==> src/vsrc_pkg.sv <==
/*
  Constants and types shared by the velocity stop-ramp configuration block:
  object indexes, sub-entries, reset values, action codes and states.
  Assumes nothing beyond a SystemVerilog compiler.
*/
package vsrc_pkg;

  // ----------------------------------------------------------------------
  // Object indexes and sub-entries
  // ----------------------------------------------------------------------
  localparam logic [15:0] IDX_QSTOP_RAMP = 16'h604A;
  localparam logic [15:0] IDX_SPEED_UNIT = 16'h604C;
  localparam logic [15:0] IDX_QSTOP_ACT = 16'h605A;
  localparam logic [15:0] IDX_SHUTDOWN_ACT = 16'h605B;
  localparam logic [15:0] IDX_DISABLE_ACT = 16'h605C;
  localparam logic [7:0] SUB_COUNT = 8'h00;
  localparam logic [7:0] SUB_FIRST = 8'h01;
  localparam logic [7:0] SUB_SECOND = 8'h02;

  // ----------------------------------------------------------------------
  // Reset values
  // ----------------------------------------------------------------------
  localparam logic [7:0] RST_ENTRY_COUNT = 8'h02;
  localparam logic [31:0] RST_QS_SPEED = 32'h00001388;
  localparam logic [15:0] RST_QS_TIME = 16'h0001;
  localparam logic [31:0] RST_UNIT_NUM = 32'h00000001;
  localparam logic [31:0] RST_UNIT_DEN = 32'h00000001;
  localparam logic [15:0] RST_ACTION = 16'h0001;

  // ----------------------------------------------------------------------
  // Action codes, mode code, divider length
  // ----------------------------------------------------------------------
  localparam logic [15:0] ACT_IMMEDIATE = 16'h0000;
  localparam logic [15:0] ACT_SLOW = 16'h0001;
  localparam logic [15:0] ACT_QUICK = 16'h0002;
  localparam logic [7:0] MODE_VELOCITY = 8'h02;
  localparam logic [6:0] DIV_STEPS = 7'h40;

  typedef enum logic [1:0] {
    STOP_NONE = 2'b00,
    STOP_NOW = 2'b01,
    STOP_SLOW = 2'b10,
    STOP_QUICK = 2'b11
  } vsrc_stop_t;

  typedef enum logic [1:0] {
    ST_IDLE = 2'b00,
    ST_BRAKE = 2'b01
  } vsrc_state_t;

endpackage

==> src/vsrc_cvt_if.sv <==
/*
  Handshake bundle between the top block and the speed unit converter.
  Assumes the controlling side pulses start only while busy is low.
*/
interface vsrc_cvt_if #(parameter int W = 32);
  logic start;
  logic signed [W-1:0] value;
  logic signed [W-1:0] num;
  logic signed [W-1:0] den;
  logic busy;
  logic done;
  logic div_zero;
  logic signed [W-1:0] result;

  modport conv (input start, value, num, den, output busy, done, div_zero, result);
  modport ctrl (output start, value, num, den, input busy, done, div_zero, result);
endinterface

==> src/vsrc_optreg.sv <==
/*
  One stop-action code register that refuses reserved values.
  Assumes writes are single-cycle strobes from the object access port.
*/
module vsrc_optreg #(
  parameter logic [15:0] MAX_CODE = 16'h0001
) (
  input wire logic i_clk_sys, // System clock
  input wire logic i_resetn, // Async reset, active low
  input wire logic i_wr, // Write strobe
  input wire logic [15:0] i_wdata, // Code to store
  output logic o_invalid, // Written value is reserved
  output logic [15:0] o_code // Stored code
);

  // Negative codes and codes above the limit are reserved
  assign o_invalid = i_wdata[15] || (i_wdata > MAX_CODE);

  always_ff @(posedge i_clk_sys or negedge i_resetn) begin
    if (!i_resetn) begin
      o_code <= vsrc_pkg::RST_ACTION;
    end else if (i_wr && !o_invalid) begin
      o_code <= i_wdata;
    end
  end
endmodule // vsrc_optreg

==> src/vsrc_speedconv.sv <==
/*
  Signed speed unit converter: result = value * num / den, truncated.
  Assumes start is a one-cycle pulse given only while busy is low.
*/
module vsrc_speedconv (
  input wire logic i_clk_sys, // System clock
  input wire logic i_resetn, // Async reset, active low
  vsrc_cvt_if.conv cvt // Request and result bundle
);

  logic signed [63:0] product;
  logic [63:0] prod_mag;
  logic [31:0] den_mag;
  logic [32:0] rem_shift;
  logic rem_ge;
  logic [63:0] quo_ff;
  logic [32:0] rem_ff;
  logic [31:0] dmag_ff;
  logic neg_ff;
  logic [6:0] cnt_ff;
  logic busy_ff;
  logic done_ff;
  logic dz_ff;
  logic [31:0] res_ff;
  logic [31:0] quo_low;

  // --------------------------------------------------------------------
  // Operand magnitudes
  // --------------------------------------------------------------------
  assign product = cvt.value * cvt.num;
  assign prod_mag = product[63] ? 64'(-product) : 64'(product);
  assign den_mag = cvt.den[31] ? 32'(-cvt.den) : 32'(cvt.den);
  assign rem_shift = {rem_ff[31:0], quo_ff[63]};
  assign rem_ge = rem_shift >= {1'b0, dmag_ff};
  assign quo_low = quo_ff[31:0];

  // Restoring division, one quotient bit a cycle: small area, 64 cycles
  always_ff @(posedge i_clk_sys or negedge i_resetn) begin
    if (!i_resetn) begin
      quo_ff <= 64'h0;
      rem_ff <= 33'h0;
      dmag_ff <= 32'h0;
      neg_ff <= 1'b0;
      cnt_ff <= 7'h0;
      busy_ff <= 1'b0;
      done_ff <= 1'b0;
      dz_ff <= 1'b0;
      res_ff <= 32'h0;
    end else begin
      done_ff <= 1'b0;
      if (cvt.start && !busy_ff) begin
        if (den_mag == 32'h0) begin
          dz_ff <= 1'b1;
          res_ff <= 32'h0;
          done_ff <= 1'b1;
        end else begin
          quo_ff <= prod_mag;
          rem_ff <= 33'h0;
          dmag_ff <= den_mag;
          neg_ff <= product[63] ^ cvt.den[31];
          cnt_ff <= vsrc_pkg::DIV_STEPS;
          busy_ff <= 1'b1;
        end
      end else if (busy_ff) begin
        rem_ff <= rem_ge ? 33'(rem_shift - {1'b0, dmag_ff}) : rem_shift;
        quo_ff <= {quo_ff[62:0], rem_ge};
        cnt_ff <= 7'(cnt_ff - 7'h01);
        if (cnt_ff == 7'h01) begin
          busy_ff <= 1'b0;
          done_ff <= 1'b1;
          dz_ff <= 1'b0;
          res_ff <= neg_ff ? 32'(-{quo_ff[30:0], rem_ge}) : {quo_ff[30:0], rem_ge};
        end
      end
    end
  end

  assign cvt.busy = busy_ff;
  assign cvt.done = done_ff;
  assign cvt.div_zero = dz_ff;
  assign cvt.result = res_ff;
endmodule // vsrc_speedconv

==> src/vsrc_top.sv <==
/*
  Velocity quick-stop ramp, speed unit factor and stop-action codes with
  the stop sequencer they steer. Objects are reached by index/sub-entry.
  Assumes the power state machine gives one-cycle transition pulses and a
  standstill level, and that ramps of other modes arrive as inputs.
*/
// Notes on behaviour
// Velocity quick stop uses dedicated quick-stop ramp
// Ramp is speed step over time step
// Speed to rpm: times numerator, over denominator
// Quick stop entry runs quick-stop action code
// Quick codes: 0 now, 1 slow, 2 quick
// Shutdown transition: 0 now, 1 slow ramp
// Disable transition uses disable code, reset 1
// Disable codes: 0 now, 1 slow, rest reserved
// Reserved code writes refused, old code kept
module vsrc_top (
  input wire logic i_clk_sys, // System clock, 250 MHz
  input wire logic i_resetn, // Async reset, active low
  input wire logic i_od_wr, // Object write strobe
  input wire logic i_od_rd, // Object read strobe
  input wire logic [15:0] i_od_index, // Object index
  input wire logic [7:0] i_od_subidx, // Object sub-entry
  input wire logic [31:0] i_od_wdata, // Write data, low bits used
  output logic o_od_ack, // Access answered, pulse
  output logic o_od_err, // Access refused, with ack
  output logic [31:0] o_od_rdata, // Read data, with ack
  input wire logic [7:0] i_mode, // Active operating mode
  input wire logic i_qs_enter, // Transition into Quick Stop, pulse
  input wire logic i_oe_to_rtso, // Operation enabled to Ready to switch on
  input wire logic i_oe_to_so, // Operation enabled to Switched on
  input wire logic i_standstill, // Motor is at rest
  input wire logic [31:0] i_slow_speed, // Mode slow-down ramp speed step
  input wire logic [15:0] i_slow_time, // Mode slow-down ramp time step
  input wire logic [31:0] i_mode_qs_speed, // Other modes quick ramp speed step
  input wire logic [15:0] i_mode_qs_time, // Other modes quick ramp time step
  input wire logic [31:0] i_speed_internal, // Internal speed value
  input wire logic i_speed_valid, // Convert this speed, pulse
  output logic [1:0] o_stop_kind, // Active stop action
  output logic [31:0] o_ramp_speed, // Ramp speed step in use
  output logic [15:0] o_ramp_time, // Ramp time step in use
  output logic o_sod_req, // Enter Switch on disabled, pulse
  output logic [31:0] o_speed_rpm, // Converted speed
  output logic o_rpm_valid, // Converted speed ready, pulse
  output logic o_rpm_div_zero // Last conversion had zero divisor
);

  // --------------------------------------------------------------------
  // Object decode
  // --------------------------------------------------------------------
  logic hit_ramp;
  logic hit_unit;
  logic hit_qsa;
  logic hit_sda;
  logic hit_dis;
  logic sub0;
  logic sub1;
  logic sub2;
  logic rec_hit;
  logic map_ok;
  logic wr_qs_speed;
  logic wr_qs_time;
  logic wr_num;
  logic wr_den;
  logic wr_qsa;
  logic wr_sda;
  logic wr_dis;
  logic qsa_bad;
  logic sda_bad;
  logic dis_bad;
  logic wr_refused;
  logic [31:0] rd_word;

  assign hit_ramp = i_od_index == vsrc_pkg::IDX_QSTOP_RAMP;
  assign hit_unit = i_od_index == vsrc_pkg::IDX_SPEED_UNIT;
  assign hit_qsa = i_od_index == vsrc_pkg::IDX_QSTOP_ACT;
  assign hit_sda = i_od_index == vsrc_pkg::IDX_SHUTDOWN_ACT;
  assign hit_dis = i_od_index == vsrc_pkg::IDX_DISABLE_ACT;
  assign sub0 = i_od_subidx == vsrc_pkg::SUB_COUNT;
  assign sub1 = i_od_subidx == vsrc_pkg::SUB_FIRST;
  assign sub2 = i_od_subidx == vsrc_pkg::SUB_SECOND;
  assign rec_hit = hit_ramp || hit_unit;
  assign map_ok = (rec_hit && (sub0 || sub1 || sub2)) || ((hit_qsa || hit_sda || hit_dis) && sub0);

  assign wr_qs_speed = i_od_wr && hit_ramp && sub1;
  assign wr_qs_time = i_od_wr && hit_ramp && sub2;
  assign wr_num = i_od_wr && hit_unit && sub1;
  assign wr_den = i_od_wr && hit_unit && sub2;
  assign wr_qsa = i_od_wr && hit_qsa && sub0;
  assign wr_sda = i_od_wr && hit_sda && sub0;
  assign wr_dis = i_od_wr && hit_dis && sub0;
  // Entry counts are read-only; reserved codes are refused
  assign wr_refused = !map_ok || (rec_hit && sub0) || (wr_qsa && qsa_bad) ||
                      (wr_sda && sda_bad) || (wr_dis && dis_bad);

  // --------------------------------------------------------------------
  // Stored objects
  // --------------------------------------------------------------------
  logic [31:0] qs_speed_ff;
  logic [15:0] qs_time_ff;
  logic [31:0] unit_num_ff;
  logic [31:0] unit_den_ff;
  logic [15:0] qsa_code;
  logic [15:0] sda_code;
  logic [15:0] dis_code;

  always_ff @(posedge i_clk_sys or negedge i_resetn) begin
    if (!i_resetn) begin
      qs_speed_ff <= vsrc_pkg::RST_QS_SPEED;
      qs_time_ff <= vsrc_pkg::RST_QS_TIME;
      unit_num_ff <= vsrc_pkg::RST_UNIT_NUM;
      unit_den_ff <= vsrc_pkg::RST_UNIT_DEN;
    end else begin
      if (wr_qs_speed) qs_speed_ff <= i_od_wdata;
      if (wr_qs_time) qs_time_ff <= i_od_wdata[15:0];
      if (wr_num) unit_num_ff <= i_od_wdata;
      if (wr_den) unit_den_ff <= i_od_wdata;
    end
  end

  vsrc_optreg #(.MAX_CODE(vsrc_pkg::ACT_QUICK)) u_qsa (
    .i_clk_sys(i_clk_sys),
    .i_resetn(i_resetn),
    .i_wr(wr_qsa),
    .i_wdata(i_od_wdata[15:0]),
    .o_invalid(qsa_bad),
    .o_code(qsa_code)
  );

  vsrc_optreg #(.MAX_CODE(vsrc_pkg::ACT_SLOW)) u_sda (
    .i_clk_sys(i_clk_sys),
    .i_resetn(i_resetn),
    .i_wr(wr_sda),
    .i_wdata(i_od_wdata[15:0]),
    .o_invalid(sda_bad),
    .o_code(sda_code)
  );

  vsrc_optreg #(.MAX_CODE(vsrc_pkg::ACT_SLOW)) u_dis (
    .i_clk_sys(i_clk_sys),
    .i_resetn(i_resetn),
    .i_wr(wr_dis),
    .i_wdata(i_od_wdata[15:0]),
    .o_invalid(dis_bad),
    .o_code(dis_code)
  );

  // Narrow objects sit in the low bits, upper bits read zero
  assign rd_word = !map_ok ? 32'h0 :
                   (rec_hit && sub0) ? {24'h0, vsrc_pkg::RST_ENTRY_COUNT} :
                   (hit_ramp && sub1) ? qs_speed_ff :
                   hit_ramp ? {16'h0, qs_time_ff} :
                   (hit_unit && sub1) ? unit_num_ff :
                   hit_unit ? unit_den_ff :
                   hit_qsa ? {16'h0, qsa_code} :
                   hit_sda ? {16'h0, sda_code} : {16'h0, dis_code};

  always_ff @(posedge i_clk_sys or negedge i_resetn) begin
    if (!i_resetn) begin
      o_od_ack <= 1'b0;
      o_od_err <= 1'b0;
      o_od_rdata <= 32'h0;
    end else begin
      o_od_ack <= i_od_wr || i_od_rd;
      o_od_err <= i_od_wr ? wr_refused : (i_od_rd && !map_ok);
      o_od_rdata <= (i_od_rd && !i_od_wr) ? rd_word : 32'h0;
    end
  end

  // --------------------------------------------------------------------
  // Stop sequencer
  // --------------------------------------------------------------------
  vsrc_pkg::vsrc_state_t state_ff;
  vsrc_pkg::vsrc_state_t nxt_state;
  vsrc_pkg::vsrc_stop_t sel_kind;
  logic ev_any;
  logic [15:0] sel_code;
  logic vel_mode;
  logic [31:0] sel_speed;
  logic [15:0] sel_time;
  logic brake_end;

  assign ev_any = (state_ff == vsrc_pkg::ST_IDLE) && (i_qs_enter || i_oe_to_rtso || i_oe_to_so);
  // Quick Stop outranks shutdown, shutdown outranks disable
  assign sel_code = i_qs_enter ? qsa_code :
                    i_oe_to_rtso ? sda_code : dis_code;
  assign sel_kind = (sel_code == vsrc_pkg::ACT_IMMEDIATE) ? vsrc_pkg::STOP_NOW :
                    (sel_code == vsrc_pkg::ACT_SLOW) ? vsrc_pkg::STOP_SLOW :
                    vsrc_pkg::STOP_QUICK;
  assign vel_mode = i_mode == vsrc_pkg::MODE_VELOCITY;
  assign sel_speed = (sel_kind != vsrc_pkg::STOP_QUICK) ? i_slow_speed :
                     vel_mode ? qs_speed_ff : i_mode_qs_speed;
  assign sel_time = (sel_kind != vsrc_pkg::STOP_QUICK) ? i_slow_time :
                    vel_mode ? qs_time_ff : i_mode_qs_time;
  assign brake_end = (state_ff == vsrc_pkg::ST_BRAKE) && i_standstill;

  always_comb begin
    nxt_state = state_ff;
    case (state_ff)
      vsrc_pkg::ST_IDLE: begin
        if (ev_any) nxt_state = vsrc_pkg::ST_BRAKE;
      end
      vsrc_pkg::ST_BRAKE: begin
        if (i_standstill) nxt_state = vsrc_pkg::ST_IDLE;
      end
      default: begin
        nxt_state = vsrc_pkg::ST_IDLE;
      end
    endcase
  end

  always_ff @(posedge i_clk_sys or negedge i_resetn) begin
    if (!i_resetn) begin
      state_ff <= vsrc_pkg::ST_IDLE;
      o_stop_kind <= vsrc_pkg::STOP_NONE;
      o_ramp_speed <= 32'h0;
      o_ramp_time <= 16'h0;
      o_sod_req <= 1'b0;
    end else begin
      state_ff <= nxt_state;
      // Ramp kinds end in Switch on disabled; immediate stop does not
      o_sod_req <= brake_end && (o_stop_kind != vsrc_pkg::STOP_NOW);
      if (ev_any) begin
        o_stop_kind <= sel_kind;
        o_ramp_speed <= sel_speed;
        o_ramp_time <= sel_time;
      end else if (brake_end) begin
        o_stop_kind <= vsrc_pkg::STOP_NONE;
      end
    end
  end

  // --------------------------------------------------------------------
  // Speed unit conversion
  // --------------------------------------------------------------------
  vsrc_cvt_if #(.W(32)) cvt ();

  // Speeds offered while a division runs are dropped, not queued
  assign cvt.start = i_speed_valid && !cvt.busy;
  assign cvt.value = i_speed_internal;
  assign cvt.num = unit_num_ff;
  assign cvt.den = unit_den_ff;

  vsrc_speedconv u_conv (
    .i_clk_sys(i_clk_sys),
    .i_resetn(i_resetn),
    .cvt(cvt)
  );

  always_ff @(posedge i_clk_sys or negedge i_resetn) begin
    if (!i_resetn) begin
      o_speed_rpm <= 32'h0;
      o_rpm_valid <= 1'b0;
      o_rpm_div_zero <= 1'b0;
    end else begin
      o_rpm_valid <= cvt.done;
      if (cvt.done) begin
        o_speed_rpm <= cvt.result;
        o_rpm_div_zero <= cvt.div_zero;
      end
    end
  end

  // --------------------------------------------------------------------
  // Checks
  // --------------------------------------------------------------------
  logic seen_ff;

  always_ff @(posedge i_clk_sys or negedge i_resetn) begin
    if (!i_resetn) seen_ff <= 1'b0;
    else seen_ff <= 1'b1;
  end
endmodule // vsrc_top

==> config.mk <==
export PLATFORM = sky130hd
export DESIGN_NAME = vsrc_top
export DESIGN_NICKNAME = d
export VERILOG_FILES = /design/src/vsrc_pkg.sv /design/src/vsrc_cvt_if.sv /design/src/vsrc_optreg.sv /design/src/vsrc_speedconv.sv /design/src/vsrc_top.sv
export SDC_FILE = /design/constraint.sdc
export NUM_CORES = 2
export LEC_CHECK = 0
export BUFFER_PORTS_ARGS = -buffer_cell sky130_fd_sc_hd__buf_2
export CORE_ASPECT_RATIO = 0.5
export CORE_MARGIN = 5
export CORE_UTILIZATION = 25
export CTS_CLUSTER_SIZE = 10
export DETAILED_ROUTE_END_ITERATION = 12
export PLACE_DENSITY = 0.38
export SYNTH_ARGS = -nofsm -noshare
export SYNTH_HDL_FRONTEND = slang
export SYNTH_HIERARCHICAL = 1
export SYNTH_SLANG_ARGS = --single-unit
==> constraint.sdc <==
create_clock -name i_clk_sys -period 9.1 [get_ports i_clk_sys]
set_input_delay 1.82 -clock i_clk_sys [delete_from_list [all_inputs] [get_ports i_clk_sys]]
set_output_delay 1.82 -clock i_clk_sys [all_outputs]
set_load 0.005 [all_outputs]
# Word level (Yosys, flattened, before mapping)
# Cells that the tools add are included.
op_classes:
  n_mul: 1
  order_cmp: 3
  bitwise_logic: 2
  reduce_logical: 61
  eq_ne: 17
  n_addsub: 5
  n_mux: 52
ops:
  columns: ["cell", "n"]
  rows:
  - ["$mux 32", 19]
  - ["$mux 64", 4]
  - ["$mux 16", 6]
  - ["$eq 16x15->1 const B", 5]
  - ["$mul 32x32->64", 1]
  - ["$neg 32->32", 2]
  - ["$neg 64->64", 1]
  - ["$ge 33x32->1", 1]
  - ["$logic_not 32->1", 1]
  - ["$sub 32x32->32", 1]
  - ["$logic_and 1x1->1", 30]
  - ["$mux 7", 3]
  - ["$eq 16x1->1 const B", 1]
  - ["$eq 8x2->1 const B", 2]
  - ["$gt 16x1->1 const B", 1]
  - ["$gt 16x2->1 const B", 1]
  - ["$logic_not 16->1", 1]
  - ["$logic_or 1x1->1", 15]
  - ["$mux 1", 14]
  - ["$mux 2", 5]
  - ["$ne 2x2->1 const B", 5]
  - ["$eq 8x1->1 const B", 1]
  - ["$logic_not 8->1", 1]
  - ["$eq 7x1->1 const B", 1]
  - ["11 further kinds", 19]
totals:
  out_inout_bits: 119
  wordCells: 168
  reg_bits: 452
  in_bits: 201

# Logic depth before layout (Yosys ltp)
logic_depth:
  ltp_word: 11
  ltp_mapped: 33
  mapped_depth_nobuf: 30

# Cells and area by module
# The synthesis kept the hierarchy.
modules_own_cells:
  columns: ["mod", "area_per_inst_um2", "n_inst", "cells_per_inst", "seq_area_each_um2"]
  rows:
  - ["vsrc_speedconv", 48550.3, 1, 5365, 4279.1]
  - ["vsrc_top", 11254.5, 1, 912, 5815.6]
  - ["vsrc_optreg (u_dis ...)", 588.1, 2, 41, 401.6]
  - ["vsrc_optreg (u_qsa)", 603.1, 1, 41, 401.6]

# Worst setup path before layout
# No wires, ideal clock.
synth_path:
  kind: "input port to flip-flop"
  startpoint: "input i_speed_internal[31]"
  endpoint: "register u_conv.quo_ff[62]"
  cell_stages: 30
  arrival_ns: 10.071
  path_slack_ns: -1.106
  cell_sequence: "clkbuf_1 nand2_1 inv_1 fa_1 fa_1 fa_1 inv_1 fa_1 inv_1 fa_1 fa_1 inv_1 fa_1 inv_1 fa_1 ha_1 clkbuf_1 a21o_1 a21o_1 a21o_1 o211ai_1 nor2_1 or4_1 o21ai_0 xor2_1 nand2_1 nor4b_1 a31oi_1 xnor2_1 o21ai_0"
synth_via:
  elab_chain_cells: 5
synth_lines:
  columns: ["item", "line", "rtl"]
  rows:
  - ["start, declared", "vsrc_top.sv:37", "input wire logic [31:0] i_speed_internal,"]
  - ["$mul 32x32->64 (*)", "vsrc_speedconv.sv:30", "assign product = cvt.value * cvt.num;"]
  - ["$neg 64->64", "vsrc_speedconv.sv:31", "assign prod_mag = product[63] ? 64'(-product) : 64'(product);"]
  - ["$mux 64 (*)", "vsrc_speedconv.sv:31", null]
  - ["$mux 64 (*)", "vsrc_speedconv.sv:52", "if (den_mag == 32'h0) begin"]
  - ["$mux 64 (*)", "vsrc_speedconv.sv:51", "if (cvt.start && !busy_ff) begin"]
  - ["end signal, assigned", "vsrc_speedconv.sv:57", "quo_ff <= prod_mag;"]
  - ["end signal, assigned", "vsrc_speedconv.sv:66", "quo_ff <= {quo_ff[62:0], rem_ge};"]
  - ["end, declared", "vsrc_speedconv.sv:16", "logic [63:0] quo_ff;"]
# Every way passes the cells marked *; elsewhere a longest branch is shown, timed or not. The select of a mux whose other input is x is not followed.
# A chain may end at the register's enable or synchronous reset.

# Worst setup path after layout
layout_path:
  startpoint: "input i_speed_internal[13]"
  endpoint: "register u_conv.quo_ff[60]"
# The elaborated chain is that of the path after synthesis.

==> flow_summary.json <==
{
  "worst_path_largest_cell_delay_ns": 0.58,
  "regMostFlops": "u_conv/quo_ff",
  "hold_viol": 0,
  "gp_congestion": 0.819,
  "grt_antenna_before_repair": 22,
  "power_leakage_nw": 37.7,
  "rr_endpoint": "u_conv/quo_ff[62]$_DFFE_PN0P_",
  "ys_ff_latch": 451,
  "whs_ns": 0.471,
  "setup_violations": 64,
  "clock_latency_ns": 0.68,
  "start_util": 0.252,
  "crit_fanout": 6,
  "finalNonFillerCells": 10500,
  "drc": 0,
  "htree_levels": 2,
  "final_cell_mix": "fa_1, inv_1, nand2_1",
  "synth_async_sr_flop_share": 1.00,
  "power.density_mw_per_mm2": 64.3,
  "rsz0062_at_grt": "true",
  "worstSetupEndpointType": "flip-flop",
  "hp-class": "flip-flop to flip-flop",
  "period_share": 1.04,
  "busiest_layer": "met2",
  "synth_area_sq_mm": 0.0616,
  "vias": 47600,
  "clk_pin_slew_worst_paths_ns": 0.06,
  "synth_area_leaders": "fa_1, dfrtp_1, inv_1",
  "dieWidth_microns": 712,
  "synth.yosys.warnings": 6,
  "die_area_sq_mm": 0.257,
  "syn-num-nets": 7906,
  "firstDrtPassIters": 5,
  "ff2ff_path_depth": 33,
  "tightest_slew_ns": 1.09,
  "largest_reg_flops": 64,
  "violations": "negative setup slack",
  "areaGrowthSynthToFinish_pct": 25.3,
  "core_sq_mm": 0.244,
  "fp-row-count": 128,
  "required_ns": 9.60,
  "cts_tree": "done",
  "ys_types": 98,
  "detail-route-antenna-nets": 0,
  "grt_pass1_vias": 51300,
  "ctsRootBufferMaster": "clkbuf_16",
  "drv_slew": 0,
  "cts_max_path_buffers": 3,
  "crit_type": "input pin to flip-flop",
  "drtIter0Drc": 2659,
  "grtUsageMet3": 0.0179,
  "synth-seq-area-share": 0.183,
  "r2r_start": "cvt.num[6]$_DFFE_PN0P_",
  "r2r_setup_slack_ns": 0.08,
  "globalRoute.totalOverflow": 0,
  "grt_pass1_wl_microns": 340000,
  "period_needed_ns": 9.43,
  "n_fill_cell": 25600,
  "vdd_ir_drop_max_mv": 0.144,
  "critPathLaunchType": "input pin",
  "cp-endpoint": "u_conv/quo_ff[60]$_DFFE_PN0P_",
  "synth_edf_count": 0,
  "grt_usage": 0.172,
  "yosysTopAreaCell": "fa_1",
  "layout-drive-gt1-share": 0.247,
  "grt_use_met2": 0.270,
  "port_buffers": 319,
  "synth_top_flop_cell": "dfrtp_1",
  "io_pins": 320,
  "critPathSlowestCell": "fa_1",
  "clock_sinks": 451,
  "wl_per_cell_microns": 21.3,
  "critPathArrivalTime_ns": 9.93,
  "fin_worst_skew_ns": 0.0435,
  "layout_commonest_cell": "fa_1",
  "status": "finished, violations left",
  "drv_cap": 0,
  "die_h_microns": 361,
  "syn_area_per_cell_sq_um": 9.62,
  "startpoint": "i_speed_internal[13]",
  "via_per_inst": 4.55,
  "final_nets": 8656,
  "wl_microns": 223000,
  "postSynthCellCount": 6400,
  "max_freq_mhz": 106,
  "crit_top_cell": "fa_1",
  "postLayoutSetupSlackWorst_ns": -0.333,
  "cts_made_buffers": 57,
  "grt_max_degree": 122,
  "numPlacedInstances": 10300,
  "dpl.hpwl_microns": 181000,
  "timing.slew.headroom": 0.276,
  "synth_top_area_frac": 0.352,
  "gr-usage-met1": 0.261
}
[Yosys cell counts (all sizes together) (37+ instances only)]
| master | number |
|---|---|
| nor3 | 42 |
| dfrtp | 440 |
| and2 | 532 |
| mux2i | 75 |
| clkbuf | 320 |
| nand2 | 807 |
| xnor2 | 115 |
| a21oi | 152 |
| buf | 61 |
| o311ai | 53 |
| ha | 222 |
| a21o | 66 |
| mux2 | 182 |
| fa | 1083 |
| nor2b | 47 |
| nand3 | 124 |
| nor2 | 172 |
| o21ai | 175 |
| nor4 | 42 |
| a22oi | 37 |
| inv | 1000 |
| xor2 | 92 |
[cell families after synthesis]
family,count (synthesis),synth area share
adder cells (fa/ha/maj),1305,0.397
AO/OA/AOI/OAI,821,0.0924
buffers and inverters,1383,0.0867
XOR/XNOR,207,0.0294
AND/OR/NAND/NOR,1976,0.163
flip-flops,451,0.183
multiplexers,257,0.0474
[power breakdown]
part	internal [W]	total (W)	switching, W
Sequential	0.00206	0.00209	0.0000297
Combinational	0.000183	0.000487	0.000304
Clock	0.00143	0.00239	0.000963
[metrics by stage]
stage          area [sq um]   util  total power [W]  TNS (ns)  setup slack, ns
2_1_floorplan         62200      -          0.00228    -21.43           -0.693
3_3_place_gp          72000  0.295          0.00259    -79.67            -1.47
3_5_place_dp          72000  0.295          0.00259    -80.41            -1.48
4_1_cts               76300  0.312          0.00506    -13.11           -0.354
5_1_grt               77200  0.316          0.00517    -29.02           -0.667
6_report              77200  0.316          0.00496    -13.09           -0.333
[critical path: cells and delay by family]
kind / cells / cell delay [ns]
adders and majority gates: 9 / 4.40
AOI/OAI and AO/OA: 5 / 0.97
buffers and inverters: 8 / 0.99
xor gates and xnor gates: 2 / 0.53
and+or+nand+nor: 6 / 1.22
[how the worst min path moves through the flow]
| stage | from | end | slack [ns] | depth (start not counted) |
|---|---|---|---|---|
| 4_1_cts | o_stop_kind[0]$_DFFE_PN0P_ | o_sod_req$_DFF_PN0_ | 0.47 | 1 |
| 6_report | u_conv/quo_ff[45]$_DFFE_PN0P_ | u_conv/quo_ff[46]$_DFFE_PN0P_ | 0.47 | 2 |
| 5_1_grt | o_stop_kind[0]$_DFFE_PN0P_ | o_sod_req$_DFF_PN0_ | 0.49 | 1 |
| 3_5_place_dp | o_stop_kind[0]$_DFFE_PN0P_ | o_sod_req$_DFF_PN0_ | 0.46 | 1 |
| 3_3_place_gp | o_stop_kind[0]$_DFFE_PN0P_ | o_sod_req$_DFF_PN0_ | 0.46 | 1 |
| 2_1_floorplan | u_conv/cvt.done$_DFF_PN0_ | o_rpm_valid$_DFF_PN0_ | 0.35 | 0 |
[timing repair]
item,CTS,global route
hold buffers,0,0
gates resized for setup,380,171
gates cloned,8,0
pin swaps,142,183
buffers inserted,58,23
setup endpoints to repair,64,64
[final cells by class]
| type | count | area, sq um | area share |
|---|---|---|---|
| antenna | 14 | 35.0 | 0.000454 |
| clock buffer | 91 | 1680 | 0.0217 |
| clock inverter | 11 | 262 | 0.00339 |
| inverter | 1002 | 3780 | 0.0489 |
| multi-input combinational | 4566 | 47400 | 0.614 |
| sequential | 451 | 11300 | 0.147 |
| tap | 3250 | 4070 | 0.0527 |
| timing repair buffer | 1072 | 8690 | 0.113 |
[layer usage]
metal  part of all wire  wire [microns]
met5                  0               0
met4              0.011            2340
met3              0.035            7830
met2               0.45           99800
met1               0.51          113000
Note: power is estimated with default switching activity, not from simulation.
